**src/logic/sce_pkg.sv**
```systemverilog
package sce_pkg;

  // Register offsets
  localparam logic [7:0] SCE_STRAP_OFS = 8'h37;
  localparam logic [7:0] SCE_DIV_OFS = 8'h3a;
  localparam logic [7:0] SCE_EQ_OFS = 8'h3b;

  // Reset values
  localparam logic [7:0] SCE_STRAP_RST = 8'h00;
  localparam logic [7:0] SCE_DIV_RST = 8'h00;
  localparam logic [7:0] SCE_EQ_RST = 8'h00;

  // Writable bits of the divider register (bit 3 reserved)
  localparam logic [7:0] SCE_DIV_WMASK = 8'hf7;

  // Field positions, strap decode register
  localparam int SCE_RATE_DONE_BIT = 7;
  localparam int SCE_RATE_MSB = 6;
  localparam int SCE_RATE_LSB = 4;
  localparam int SCE_OUT_DONE_BIT = 3;
  localparam int SCE_OUT_MSB = 2;
  localparam int SCE_OUT_LSB = 0;

  // Field positions, divider register
  localparam int SCE_OV_MDIV_BIT = 7;
  localparam int SCE_MDIV_MSB = 6;
  localparam int SCE_MDIV_LSB = 4;
  localparam int SCE_OV_MSEL_BIT = 2;
  localparam int SCE_MSEL_MSB = 1;
  localparam int SCE_MSEL_LSB = 0;

  // Field position, equalizer status
  localparam int SCE_EQ_MSB = 5;

  // Timing
  localparam int SCE_CLK_PERIOD_PS = 25000;
  localparam int SCE_STRAP_SETTLE_NS = 1000;
  localparam int SCE_STRAP_SETTLE_CYC =
    (SCE_STRAP_SETTLE_NS * 1000 + SCE_CLK_PERIOD_PS - 1) / SCE_CLK_PERIOD_PS;

  typedef enum logic [1:0] {
    SCE_LAYOUT_DUAL = 2'b00,
    SCE_LAYOUT_SWAP = 2'b01,
    SCE_LAYOUT_SINGLE = 2'b10,
    SCE_LAYOUT_REPLICATE = 2'b11
  } sce_layout_t;

  typedef struct packed {
    logic rd;
    logic wr;
    logic [7:0] addr;
    logic [7:0] wdata;
  } sce_reg_req_t;

  typedef struct packed {
    logic valid;
    logic [2:0] code;
  } sce_strap_pin_t;

  typedef struct packed {
    logic bypass;
    logic [2:0] eq_stage_two;
    logic [2:0] eq_stage_one;
    logic [5:0] adaptive;
  } sce_eq_port_t;

endpackage

```
**src/logic/sce_strap_latch.sv**
```systemverilog
`timescale 1ns/1ps
`default_nettype none
module sce_strap_latch
  import sce_pkg::*;
#(
  parameter int SETTLE = SCE_STRAP_SETTLE_CYC
)
(
  input wire logic mclk,
  input wire logic rst_n,
  input wire sce_strap_pin_t pin,
  output logic [2:0] code,
  output logic done
);

  localparam int CW = $clog2(SETTLE + 1);
  localparam logic [CW-1:0] CNT_LAST = CW'(SETTLE - 1);

  typedef struct packed {
    logic [3:0] s1;
    logic [3:0] s2;
    logic [CW-1:0] cnt;
    logic [2:0] code;
    logic done;
  } sce_strap_st_t;

  sce_strap_st_t q_r;
  sce_strap_st_t q_nxt;

  // Sample pin decode, wait for it to settle, latch once
  always_comb
  begin
    q_nxt = q_r;
    q_nxt.s1 = {pin.valid, pin.code};
    q_nxt.s2 = q_r.s1;
    if (!q_r.done)
    begin
      if (q_r.s2[3])
      begin
        if (q_r.cnt == CNT_LAST)
        begin
          q_nxt.code = q_r.s2[2:0];
          q_nxt.done = 1'b1;
        end
        else
        begin
          q_nxt.cnt = q_r.cnt + 1'b1;
        end
      end
      else
      begin
        q_nxt.cnt = '0;
      end
    end
  end

  always_ff @(posedge mclk or negedge rst_n)
  begin
    if (!rst_n)
      q_r <= '0;
    else
      q_r <= q_nxt;
  end

  assign code = q_r.code;
  assign done = q_r.done;

  done_sticky_a: assert property (
    @(posedge mclk) disable iff (!rst_n)
    $rose(done) |=> done [*8])
    else $error("strap latched flag dropped");

  code_frozen_a: assert property (
    @(posedge mclk) disable iff (!rst_n)
    $past(done) |-> $stable(code))
    else $error("strap code changed after latch");

endmodule
`default_nettype wire

```
**src/logic/sce_div_select.sv**
```systemverilog
`timescale 1ns/1ps
`default_nettype none
module sce_div_select
  import sce_pkg::*;
(
  input wire logic mclk,
  input wire logic rst_n,
  input wire logic [7:0] ctrl,
  input wire logic [2:0] internal_out_sel,
  input wire logic [1:0] pll_state_machine_in_sel,
  output logic [5:0] vco_out_ratio,
  output logic [3:0] vco_in_ratio
);

  typedef struct packed {
    logic [5:0] out_ratio;
    logic [3:0] in_ratio;
  } sce_div_st_t;

  sce_div_st_t q_r;
  sce_div_st_t q_nxt;
  logic [2:0] out_sel;
  logic [1:0] in_sel;

  always_comb
  begin
    q_nxt = q_r;
    if (ctrl[SCE_OV_MDIV_BIT])
      out_sel = ctrl[SCE_MDIV_MSB:SCE_MDIV_LSB];
    else
      out_sel = internal_out_sel;
    if (ctrl[SCE_OV_MSEL_BIT])
      in_sel = ctrl[SCE_MSEL_MSB:SCE_MSEL_LSB];
    else
      in_sel = pll_state_machine_in_sel;
    case (out_sel)
      3'h0: q_nxt.out_ratio = 6'h20;
      3'h1: q_nxt.out_ratio = 6'h10;
      3'h2: q_nxt.out_ratio = 6'h08;
      3'h3: q_nxt.out_ratio = 6'h04;
      3'h4, 3'h5: q_nxt.out_ratio = 6'h02;
      default: q_nxt.out_ratio = 6'h01;
    endcase
    case (in_sel)
      2'h0: q_nxt.in_ratio = 4'h1;
      2'h1: q_nxt.in_ratio = 4'h2;
      2'h2: q_nxt.in_ratio = 4'h4;
      default: q_nxt.in_ratio = 4'h8;
    endcase
  end

  always_ff @(posedge mclk or negedge rst_n)
  begin
    if (!rst_n)
      q_r <= '0;
    else
      q_r <= q_nxt;
  end

  assign vco_out_ratio = q_r.out_ratio;
  assign vco_in_ratio = q_r.in_ratio;

  in_ratio_a: assert property (@(posedge mclk) disable iff (!rst_n)
    ctrl[SCE_OV_MSEL_BIT] |=>
      vco_in_ratio == (4'h1 << $past(ctrl[SCE_MSEL_MSB:SCE_MSEL_LSB])))
    else $error("input divider ratio wrong under override");

endmodule
`default_nettype wire

```
**src/logic/sce_regs.sv**
```systemverilog
`timescale 1ns/1ps
`default_nettype none
// How it works
// - Bit 7 of the strap register reads 0 until the rate pin is latched.
// - Bits 6-4 give the rate pin code: bit 1 picks 20 Mbps, bit 0 coax.
// - Bit 3 of the strap register reads 0 until the output pin latches.
// - Bits 2-0 give the output pin code: dual, swapped, single, copy.
// - Divider bit 7 set takes the written output divider, else internal.
// - Output divider code 0-3 divides by 32,16,8,4; 4-5 by 2; 6-7 by 1.
// - Divider bit 2 set takes the written input divider, else PLL pick.
// - Input divider code 0-3 divides the reference by 1, 2, 4 or 8.
// - With the loop bypassed, status shows the bypass stage two and one.
// - With the loop active, status shows the loop's current setting.
// - With the secondary port selected, status shows that port.
// - Reads of port copies follow the port select bit.
module sce_regs
  import sce_pkg::*;
#(
  parameter int STRAP_SETTLE = SCE_STRAP_SETTLE_CYC
)
(
  input wire logic mclk,
  input wire logic rst_n,
  input wire sce_reg_req_t reg_req,
  output logic [7:0] reg_rdata,
  output logic reg_rvalid,
  input wire sce_strap_pin_t rate_cable_pin,
  input wire sce_strap_pin_t output_layout_pin,
  input wire logic secondary_port_select,
  input wire sce_eq_port_t eq_port0,
  input wire sce_eq_port_t eq_port1,
  input wire logic [2:0] internal_out_sel,
  input wire logic [1:0] pll_state_machine_in_sel,
  output logic rate_strap_latched,
  output logic [2:0] rate_cable_strap_decode,
  output logic output_strap_latched,
  output logic [2:0] output_layout_strap_decode,
  output logic link_rate_20m,
  output logic link_cable_coax,
  output sce_layout_t display_layout,
  output logic out_divider_override,
  output logic in_divider_override,
  output logic [5:0] vco_out_ratio,
  output logic [3:0] vco_in_ratio,
  output logic [5:0] equalizer_setting
);

  typedef struct packed {
    logic [7:0] div;
    logic [7:0] rdata;
    logic rvalid;
    logic rate_20m;
    logic coax;
    sce_layout_t layout;
    logic [5:0] eq;
  } sce_top_st_t;

  sce_top_st_t q_r;
  sce_top_st_t q_nxt;
  logic [2:0] rate_code;
  logic rate_done;
  logic [2:0] out_code;
  logic out_done;
  logic [7:0] strap_word;
  logic [5:0] eq_p0;
  logic [5:0] eq_p1;
  logic [5:0] eq_sel;

  sce_strap_latch #(
    .SETTLE(STRAP_SETTLE)
  ) u_rate_strap (
    .mclk(mclk),
    .rst_n(rst_n),
    .pin(rate_cable_pin),
    .code(rate_code),
    .done(rate_done)
  );

  sce_strap_latch #(
    .SETTLE(STRAP_SETTLE)
  ) u_out_strap (
    .mclk(mclk),
    .rst_n(rst_n),
    .pin(output_layout_pin),
    .code(out_code),
    .done(out_done)
  );

  sce_div_select u_div (
    .mclk(mclk),
    .rst_n(rst_n),
    .ctrl(q_r.div),
    .internal_out_sel(internal_out_sel),
    .pll_state_machine_in_sel(pll_state_machine_in_sel),
    .vco_out_ratio(vco_out_ratio),
    .vco_in_ratio(vco_in_ratio)
  );

  // Assemble the strap word and the per-port equalizer values
  always_comb
  begin
    strap_word = SCE_STRAP_RST;
    strap_word[SCE_RATE_DONE_BIT] = rate_done;
    strap_word[SCE_RATE_MSB:SCE_RATE_LSB] = rate_code;
    strap_word[SCE_OUT_DONE_BIT] = out_done;
    strap_word[SCE_OUT_MSB:SCE_OUT_LSB] = out_code;
    if (eq_port0.bypass)
      eq_p0 = {eq_port0.eq_stage_two, eq_port0.eq_stage_one};
    else
      eq_p0 = eq_port0.adaptive;
    if (eq_port1.bypass)
      eq_p1 = {eq_port1.eq_stage_two, eq_port1.eq_stage_one};
    else
      eq_p1 = eq_port1.adaptive;
    if (secondary_port_select)
      eq_sel = eq_p1;
    else
      eq_sel = eq_p0;
  end

  // Register access and derived outputs
  always_comb
  begin
    q_nxt = q_r;
    q_nxt.rvalid = reg_req.rd;
    q_nxt.rdata = 8'h00;
    if (reg_req.wr && reg_req.addr == SCE_DIV_OFS)
      q_nxt.div = reg_req.wdata & SCE_DIV_WMASK;
    if (reg_req.rd)
    begin
      case (reg_req.addr)
        SCE_STRAP_OFS: q_nxt.rdata = strap_word;
        SCE_DIV_OFS: q_nxt.rdata = q_r.div;
        SCE_EQ_OFS: q_nxt.rdata = {2'h0, eq_sel};
        default: q_nxt.rdata = 8'h00;
      endcase
    end
    q_nxt.rate_20m = rate_code[1];
    q_nxt.coax = rate_code[0];
    q_nxt.layout = sce_layout_t'(out_code[1:0]);
    q_nxt.eq = eq_sel;
  end

  always_ff @(posedge mclk or negedge rst_n)
  begin
    if (!rst_n)
    begin
      q_r <= '0;
      q_r.div <= SCE_DIV_RST;
      q_r.eq <= SCE_EQ_RST[SCE_EQ_MSB:0];
    end
    else
    begin
      q_r <= q_nxt;
    end
  end

  assign reg_rdata = q_r.rdata;
  assign reg_rvalid = q_r.rvalid;
  assign rate_strap_latched = rate_done;
  assign rate_cable_strap_decode = rate_code;
  assign output_strap_latched = out_done;
  assign output_layout_strap_decode = out_code;
  assign link_rate_20m = q_r.rate_20m;
  assign link_cable_coax = q_r.coax;
  assign display_layout = q_r.layout;
  assign out_divider_override = q_r.div[SCE_OV_MDIV_BIT];
  assign in_divider_override = q_r.div[SCE_OV_MSEL_BIT];
  assign equalizer_setting = q_r.eq;

  // Strap register reads and strap outputs
  rate_flag_read_a: assert property (
    @(posedge mclk) disable iff (!rst_n)
    reg_req.rd && reg_req.addr == SCE_STRAP_OFS && !rate_done |=>
      reg_rvalid && !reg_rdata[SCE_RATE_DONE_BIT])
    else $error("rate latched flag read as set too early");

  rate_flag_set_a: assert property (
    @(posedge mclk) disable iff (!rst_n)
    reg_req.rd && reg_req.addr == SCE_STRAP_OFS && rate_done |=>
      reg_rdata[SCE_RATE_DONE_BIT])
    else $error("rate latched flag read as clear after latch");

  rate_code_read_a: assert property (
    @(posedge mclk) disable iff (!rst_n)
    reg_req.rd && reg_req.addr == SCE_STRAP_OFS |=>
      reg_rdata[SCE_RATE_MSB:SCE_RATE_LSB] == $past(rate_code))
    else $error("rate strap code read back wrong");

  rate_outputs_a: assert property (
    @(posedge mclk) disable iff (!rst_n)
    rate_done |=>
      {link_rate_20m, link_cable_coax} == $past(rate_code[1:0]))
    else $error("rate and cable outputs do not follow strap code");

  out_flag_read_a: assert property (
    @(posedge mclk) disable iff (!rst_n)
    reg_req.rd && reg_req.addr == SCE_STRAP_OFS |=>
      reg_rdata[SCE_OUT_DONE_BIT] == $past(out_done))
    else $error("output latched flag read back wrong");

  out_code_read_a: assert property (
    @(posedge mclk) disable iff (!rst_n)
    reg_req.rd && reg_req.addr == SCE_STRAP_OFS |=>
      reg_rdata[SCE_OUT_MSB:SCE_OUT_LSB] == $past(out_code))
    else $error("output strap code read back wrong");

  layout_decode_a: assert property (
    @(posedge mclk) disable iff (!rst_n)
    out_done |=> display_layout == sce_layout_t'(out_code[1:0]))
    else $error("display layout does not follow strap code");

  out_flag_hold_a: assert property (
    @(posedge mclk) disable iff (!rst_n)
    out_done |=> out_done && $stable(out_code))
    else $error("output strap flag or code changed after latch");

  // Divider register and effective ratios
  div_write_a: assert property (
    @(posedge mclk) disable iff (!rst_n)
    reg_req.wr && reg_req.addr == SCE_DIV_OFS |=>
      q_r.div == ($past(reg_req.wdata) & SCE_DIV_WMASK))
    else $error("divider register write lost");

  div_hold_a: assert property (
    @(posedge mclk) disable iff (!rst_n)
    !(reg_req.wr && reg_req.addr == SCE_DIV_OFS) |=> $stable(q_r.div))
    else $error("divider register changed without a write");

  div_read_a: assert property (
    @(posedge mclk) disable iff (!rst_n)
    reg_req.rd && reg_req.addr == SCE_DIV_OFS |=>
      reg_rdata == $past(q_r.div))
    else $error("divider register read back wrong");

  out_div_override_a: assert property (
    @(posedge mclk) disable iff (!rst_n)
    q_r.div[SCE_OV_MDIV_BIT] && q_r.div[SCE_MDIV_MSB:SCE_MDIV_LSB] == 3'h0
      && $stable(q_r.div) |=> vco_out_ratio == 6'h20)
    else $error("output divider override not honoured");

  out_div_shift_a: assert property (
    @(posedge mclk) disable iff (!rst_n)
    q_r.div[SCE_OV_MDIV_BIT] && !q_r.div[SCE_MDIV_MSB] |=>
      vco_out_ratio == (6'h20 >> $past(q_r.div[SCE_MDIV_MSB-1:SCE_MDIV_LSB])))
    else $error("output divider low codes decoded wrong");

  out_div_half_a: assert property (
    @(posedge mclk) disable iff (!rst_n)
    q_r.div[SCE_OV_MDIV_BIT] && q_r.div[SCE_MDIV_MSB:SCE_MDIV_LSB+1] == 2'b10
      |=> vco_out_ratio == 6'h02)
    else $error("output divider by two decode wrong");

  out_div_internal_a: assert property (
    @(posedge mclk) disable iff (!rst_n)
    !q_r.div[SCE_OV_MDIV_BIT] && internal_out_sel[2:1] == 2'b11 |=>
      vco_out_ratio == 6'h01)
    else $error("output divider by one decode wrong");

  in_div_internal_a: assert property (
    @(posedge mclk) disable iff (!rst_n)
    !q_r.div[SCE_OV_MSEL_BIT] |=>
      vco_in_ratio == (4'h1 << $past(pll_state_machine_in_sel)))
    else $error("input divider ignores pll state machine");

  // Equalizer status per port
  eq_bypass_a: assert property (
    @(posedge mclk) disable iff (!rst_n)
    !secondary_port_select && eq_port0.bypass |=>
      equalizer_setting ==
        $past({eq_port0.eq_stage_two, eq_port0.eq_stage_one}))
    else $error("bypass equalizer value not reported");

  eq_p1_bypass_a: assert property (
    @(posedge mclk) disable iff (!rst_n)
    secondary_port_select && eq_port1.bypass |=>
      equalizer_setting ==
        $past({eq_port1.eq_stage_two, eq_port1.eq_stage_one}))
    else $error("port one bypass equalizer value not reported");

  eq_adaptive_a: assert property (
    @(posedge mclk) disable iff (!rst_n)
    secondary_port_select && !eq_port1.bypass |=>
      equalizer_setting == $past(eq_port1.adaptive))
    else $error("adaptive equalizer value not reported");

  eq_p0_adaptive_a: assert property (
    @(posedge mclk) disable iff (!rst_n)
    !secondary_port_select && !eq_port0.bypass |=>
      equalizer_setting == $past(eq_port0.adaptive))
    else $error("port zero adaptive equalizer value not reported");

  eq_port_read_a: assert property (
    @(posedge mclk) disable iff (!rst_n)
    reg_req.rd && reg_req.addr == SCE_EQ_OFS |=>
      reg_rdata == {2'h0, $past(eq_sel)} && reg_rdata[7:6] == 2'h0)
    else $error("equalizer status read wrong port");

  // Read routing and strap register write protection
  port_sel_read_a: assert property (
    @(posedge mclk) disable iff (!rst_n)
    reg_req.rd && reg_req.addr == SCE_EQ_OFS && secondary_port_select |=>
      reg_rdata[5:0] == $past(eq_p1))
    else $error("port one copy not returned");

  eq_port0_read_a: assert property (
    @(posedge mclk) disable iff (!rst_n)
    reg_req.rd && reg_req.addr == SCE_EQ_OFS && !secondary_port_select |=>
      reg_rdata[5:0] == $past(eq_p0))
    else $error("port zero copy not returned");

  read_idle_a: assert property (
    @(posedge mclk) disable iff (!rst_n)
    !reg_req.rd |=> !reg_rvalid && reg_rdata == 8'h00)
    else $error("read answer without a read request");

  unmapped_read_a: assert property (
    @(posedge mclk) disable iff (!rst_n)
    reg_req.rd && reg_req.addr != SCE_STRAP_OFS && reg_req.addr != SCE_DIV_OFS
      && reg_req.addr != SCE_EQ_OFS |=> reg_rvalid && reg_rdata == 8'h00)
    else $error("unmapped read not answered with zero");

  strap_ro_a: assert property (
    @(posedge mclk) disable iff (!rst_n)
    reg_req.wr && reg_req.addr == SCE_STRAP_OFS && rate_done |=>
      rate_done && $stable(rate_cable_strap_decode))
    else $error("write disturbed strap fields");

endmodule
`default_nettype wire

```
**config.mk**
```make
export PLATFORM = sky130hd
export DESIGN_NAME = sce_regs
export DESIGN_NICKNAME = d
export VERILOG_FILES = /design/src/logic/sce_pkg.sv /design/src/logic/sce_strap_latch.sv /design/src/logic/sce_div_select.sv /design/src/logic/sce_regs.sv
export SDC_FILE = /design/constraint.sdc
export NUM_CORES = 1
export LEC_CHECK = 0
export BUFFER_PORTS_ARGS = -buffer_cell sky130_fd_sc_hd__buf_2
export CORE_AREA = 4 4 88 90
export CTS_CLUSTER_SIZE = 12
export DETAILED_ROUTE_END_ITERATION = 8
export DIE_AREA = 0 0 92 94
export PLACE_DENSITY = 0.76
export SLEW_MARGIN = 10
export SYNTH_ARGS = -nofsm -noshare
export SYNTH_HDL_FRONTEND = slang
export SYNTH_SLANG_ARGS = --single-unit
```
**constraint.sdc**
```tcl
create_clock -name mclk -period 1.6 [get_ports mclk]
set_clock_uncertainty 0.05 [all_clocks]
set_input_delay 0.24 -clock mclk [delete_from_list [all_inputs] [get_ports mclk]]
set_output_delay 0.24 -clock mclk [all_outputs]
set_load 0.1 [all_outputs]
```
==> results.cfg, run 1 <==
[sta]
setup_ws_ps = 77.7
tns_ps = 0
hold_viol = 0
period_minus_slack_ps = 1520
tightest_slew_ps = 604
final_max_slew_viol_count = 0
max_freq_mhz = 657
whs_ps = 58.5
post-route-period-util_pct = 95.1
rsz0062_at_grt = no
slew-limit-headroom_pct = 59.8
finalSetupViolations = 0

[clock_tree]
cts_buffers = 9
clk_pin_slew_worst_paths_ps = 80
cts_buffer_depth = 2
cts.sinks = 72
clkLatencyLatePin_ps = 340
cts.htree.levels = 3
cts_root_buf = clkbuf_8
cts_tree = built

[run_status]
status = finished clean

[routing]
ant_nets = 0
vias = 2252
firstDrtPassIters = 4
wl_per_cell_microns = 13.8
wirelength_mm = 6.42
via_per_inst = 4.84
dr.first_iter.drc_count = 85
route.detailed.drc = 0

[worst_setup_path]
critPathCaptureType = output pin
cp_num_buf_inv = 1
critPathSlowestCell = buf_2
r2r-start = u_rate_strap.q_r[8]
cpPeakStageDelay_ps = 450
rr_worst_depth = 3
cp_max_fo = 9
reg2reg_to = u_rate_strap.code[2]
cp_num_cells = 1
path_class = register to output pin
cp_cell_sequence = buf_2
start_kind = register
arrival_ps = 1230
cp-startpoint = u_out_strap.done
path_delay_family = buffers and inverters
r2r_slack_ps = 80
endpoint = output_strap_latched
crit_required_ps = 1310

[place]
placed_area_sq_mm = 0.00368
dpl.cell_count = 439
post-dp-hpwl_mm = 5.05
dp_worst_setup_slack_ps = -8.64
gp_congestion = 0.801
portBuffers = 97

[yosys]
yosysWarnings = 0
synth_area_per_cell_sq_um = 12.2
async_reset_ff_share_pct = 100
yosys.area_share.simple_pct = 13.0
netlist-cell-type-count = 41
synth_top_family_by_area = simple AND/OR/NAND/NOR gates
synth_compound_area_share_pct = 10.1
synth_cells = 256
synth_nets = 318
synth_edf_count = 0
synth.area.mux_share_pct = 11.2
netlist_area_sq_mm = 0.00313
synth-xor-area-share_pct = 0
ys_seq_area_share_pct = 57.6
synth_flop_cell = dfrtp_1
synthAdderAreaFrac_pct = 0.800
ys_ff_latch = 72

[global_routing]
grt_max_degree = 28
grt_pass1_wl_mm = 10.4
antenna_found_initial = 1
grt_pass1_vias = 2259
track_usage_pct = 15.5
globalRouteOverflowTotal = 0

[layout]
nets = 423
drive_gt1_share_pct = 43.4
final_cell_area_sq_mm = 0.00400
area_growth_pct = 27.9
stdcell_count = 465
fill_cells = 607
num_antenna_cells = 0
layout_commonest_cell = buf_2
layout_common_cells = buf_2, dfrtp_1, mux2i_1, nand2_1, buf_4
fin_util_pct = 56.7

[worst_hold_path]
hold_start = pll_state_machine_in_sel[0]
hp-class = input pin to register

[power]
finalPower_mw = 3.92
power_leakage_nw = 2.03
cellPowerDensity_mw_per_mm2 = 981
ir_worst_vdd_uv = 449

[floorplanning]
std_cell_rows = 31
core_sq_mm = 0.00706
die_h_microns = 94
ios = 99
start_util_pct = 44.3
dieArea_sq_mm = 0.00865
die_width_microns = 92

[flow_run]
drv_cap = 0
## worst min path at each step
stage,end,slack [ps],cells past startpoint
after floorplan,display_layout[0],-110,0
after global placement,q_r[23],230,1
after detailed placement,q_r[23],240,1
after CTS,u_div.vco_in_ratio[2],40,2
after global routing,u_div.vco_in_ratio[0],50,2
final,u_div.vco_in_ratio[2],60,2
## final cells by class
| type | instances | area (sq um) | area share [%] |
|---|---|---|---|
| inverter | 5 | 18.8 | 0.469 |
| clock inverter | 5 | 56.3 | 1.41 |
| clock buffer | 11 | 141 | 3.53 |
| timing repair buffer | 125 | 741 | 18.5 |
| multi-input combinational | 148 | 1110 | 27.8 |
| tap | 99 | 124 | 3.10 |
| sequential | 72 | 1810 | 45.2 |
## cell usage after synthesis, types with 3 or more instances
cell	count	share of area, %
nor3_1	4	0.64
o21ai_0	7	1.1
nor2b_1	4	0.80
or2_2	3	0.60
buf_4	22	5.3
o32ai_1	3	0.84
nand3_1	5	0.80
a21oi_1	9	1.4
nand2_1	18	2.2
mux2_2	15	5.4
a22o_1	8	2.2
dfrtp_1	72	58
inv_1	5	0.60
nand4_1	3	0.60
nand2b_1	7	1.4
buf_2	7	1.1
mux2i_1	18	5.8
nor2_1	15	1.8
o2111ai_1	3	0.84
## sequential cells by signal, indices dropped and copies added, names as in the netlist, 2 cells and up
name	cells
u_out_strap.q_r	10
u_out_strap.q_nxt	4
equalizer_setting	6
u_rate_strap.q_r	10
u_out_strap.code	3
reg_rdata	8
u_rate_strap.code	3
display_layout	2
u_div.vco_out_ratio	6
q_r	5
u_rate_strap.q_nxt	4
u_div.vco_in_ratio	4
## cells by family (layout without fill, tap and decap cells)
family | Yosys count | in the layout
flip-flops | 72 | 72
buffers and inverters | 36 | 146
AO/OA/AOI/OAI | 42 | 42
AND/OR/NAND/NOR | 71 | 71
multiplexers | 33 | 33
adder cells (fa/ha/maj) | 2 | 2
## metal layers
metal | share of wire [%] | vias up | track usage [%]
met1 | 41 | 1079 | 18.8
met5 | 0.20 | - | 0
met2 | 51 | 62 | 25.2
li1 | - | 1093 | -
met4 | 2.2 | 2 | 7.67
met3 | 5.9 | 16 | 4.41
## where the power goes
group          switching, mW  internal [mW]
clock network          0.657          0.763
logic                  0.394          0.183
registers             0.0391           1.89
## repair_timing
| item | in CTS | in global routing |
|---|---|---|
| setup endpoints to repair | 4 | 8 |
| endpoints found under the hold margin | 29 | 0 |
| hold buffers | 10 | 0 |
| gates resized for setup | 1 | 5 |
| pin swaps | 1 | 1 |
| setup buffers | 0 | 0 |
(Power assumes the default switching activity.)
==> inputs of run 2 (changes only) <==
CORE_AREA = 4 4 90 92   (was 4 4 88 90)
DIE_AREA = 0 0 94 96   (was 0 0 92 94)
PLACE_DENSITY = 0.75   (was 0.76)
SYNTH_HIERARCHICAL = 1   (was not set)
==> results.cfg, run 2 <==
[sta]
tightest_slew_ps = 513
finalSetupViolations = 0
rsz0062_at_grt = yes
slew-limit-headroom_pct = 66.0
max_freq_mhz = 643
final_max_slew_viol_count = 0
post-route-period-util_pct = 97.3
hold_viol = 0
period_minus_slack_ps = 1560
tns_ps = 0

[power]
switching_share_pct = 28.3
clockPowerShare_pct = 37.4
ir_worst_vdd_uv = 730
cellPowerDensity_mw_per_mm2 = 987
power_leakage_nw = 2.02
seq_power_share_pct = 47.9
p_comb_share_pct = 14.8
netSwitchingPower_mw = 1.14
finalPower_mw = 4.03
cell_internal_pwr_mw = 2.89

[routing]
wirelength_mm = 7.03
wl_per_cell_microns = 15.2
route.detailed.drc = 0
dr.first_iter.drc_count = 86
ant_nets = 0
via_per_inst = 5.02
firstDrtPassIters = 4
vias = 2318

[global_routing]
track_usage_pct = 16.2
globalRouteOverflowTotal = 0
grt_pass1_vias = 2285
antenna_found_initial = 0
grt_pass1_wl_mm = 11.0
grt_max_degree = 35

[place]
portBuffers = 97
gp_congestion = 0.803
post-dp-hpwl_mm = 5.28

[worst_setup_path]
crit_required_ps = 1780
r2r-start = u_out_strap/q_r[8]
cp_max_fo = 4
r2r_slack_ps = 40
path_class = register to register
cp-startpoint = u_out_strap/q_r[8]
arrival_ps = 1730
rr_worst_depth = 3
reg2reg_to = u_out_strap/code[2]
start_kind = register
critPathCaptureType = register

[layout]
area_growth_pct = 25.8
layout_commonest_cell = buf_2
layout_common_cells = buf_2, dfrtp_1, buf_4
num_antenna_cells = 0
nets = 420
fill_cells = 622
drive_gt1_share_pct = 43.5

[run_status]
status = finished clean

[flow_run]
drv_cap = 0

[floorplanning]
start_util_pct = 45.0
die_width_microns = 94
std_cell_rows = 31
die_h_microns = 96
core_sq_mm = 0.00721
dieArea_sq_mm = 0.00902
ios = 99

[clock_tree]
cts.htree.levels = 3
cts_buffer_depth = 2
cts_root_buf = clkbuf_8
cts.sinks = 72
clkLatencyLatePin_ps = 340
clk_pin_slew_worst_paths_ps = 70
cts_buffers = 9
cts_tree = built

[worst_hold_path]
whs_endpoint = u_div/vco_in_ratio[1]
hold_start = pll_state_machine_in_sel[1]
hp-class = input pin to register
hold_depth = 2

[yosys]
synth_area_per_cell_sq_um = 12.8
yosysWarnings = 6
synth_cells = 254
netlist_area_sq_mm = 0.00325
synth_nets = 316
-- run 2: metal layers --
metal	global-route usage (%)	vias up	routed length (microns)	part of all wire [%]
met5	0	-	0	0
met1	19.6	1117	2910	41
met4	7.22	0	126	1.8
met3	4.30	10	531	7.6
met2	27.1	76	3460	49
li1	-	1115	-	-
-- run 2: power by group through the flow --
stage               sequential (mW)  clock, mW  combinational, mW
floorplan                      2.08          0              0.282
global placement               1.96          0              0.568
detailed placement             1.96          0              0.580
CTS                            1.93       1.55              0.601
global route                   1.94       1.64              0.639
finish                         1.93       1.51              0.594
-- run 2: cell type report --
cell class	count	area, sq um	share of cell area, %
Clock inverter	5	62.6	1.53
Clock buffer	11	151	3.71
Tap cell	99	124	3.03
Multi-Input combinational cell	137	1150	28.3
Timing Repair Buffer	124	731	17.9
Inverter	14	52.6	1.29
Sequential cell	72	1810	44.2
-- run 2: how the worst max path moves through the flow --
stage                            to  slack (ps)  cells after the start
6_report        u_out_strap/code[2]          40                      3
5_1_grt         u_out_strap/code[2]         -10                      3
4_1_cts         u_out_strap/code[2]           9                      3
3_5_place_dp                q_r[24]        -130                      6
3_3_place_gp   out_divider_override        -110                      6
2_1_floorplan  out_divider_override          20                      5
-- run 2: worst max-delay path, cell delays in order, from the launching register on --
cell and delay, ps:
dfrtp_1 440, nor4bb_4 340, and4_4 290, mux2_2 330
-- run 2: what timing repair did --
| item | CTS | global route |
|---|---|---|
| pin swaps | 0 | 2 |
| gates resized for setup | 1 | 0 |
| setup endpoints to repair | 1 | 5 |
| cloned | 0 | 0 |
| hold buffers | 10 | 0 |
| setup buffers | 0 | 1 |
| endpoints found under the hold margin | 33 | 0 |
-- run 2: per-stage QoR --
stage                     cells  hold WS [ps]  util (%)  setup WS (ps)  cell area (sq um)
after global routing        462          44.3      56.6          -13.5               4080
after CTS                   461          35.7      56.5           8.62               4070
final                       462          59.8      56.6           43.9               4080
after global placement      435           119      52.1           -109               3760
after detailed placement    435           119      52.1           -133               3760
after floorplan             254          -106         -           19.1               3250
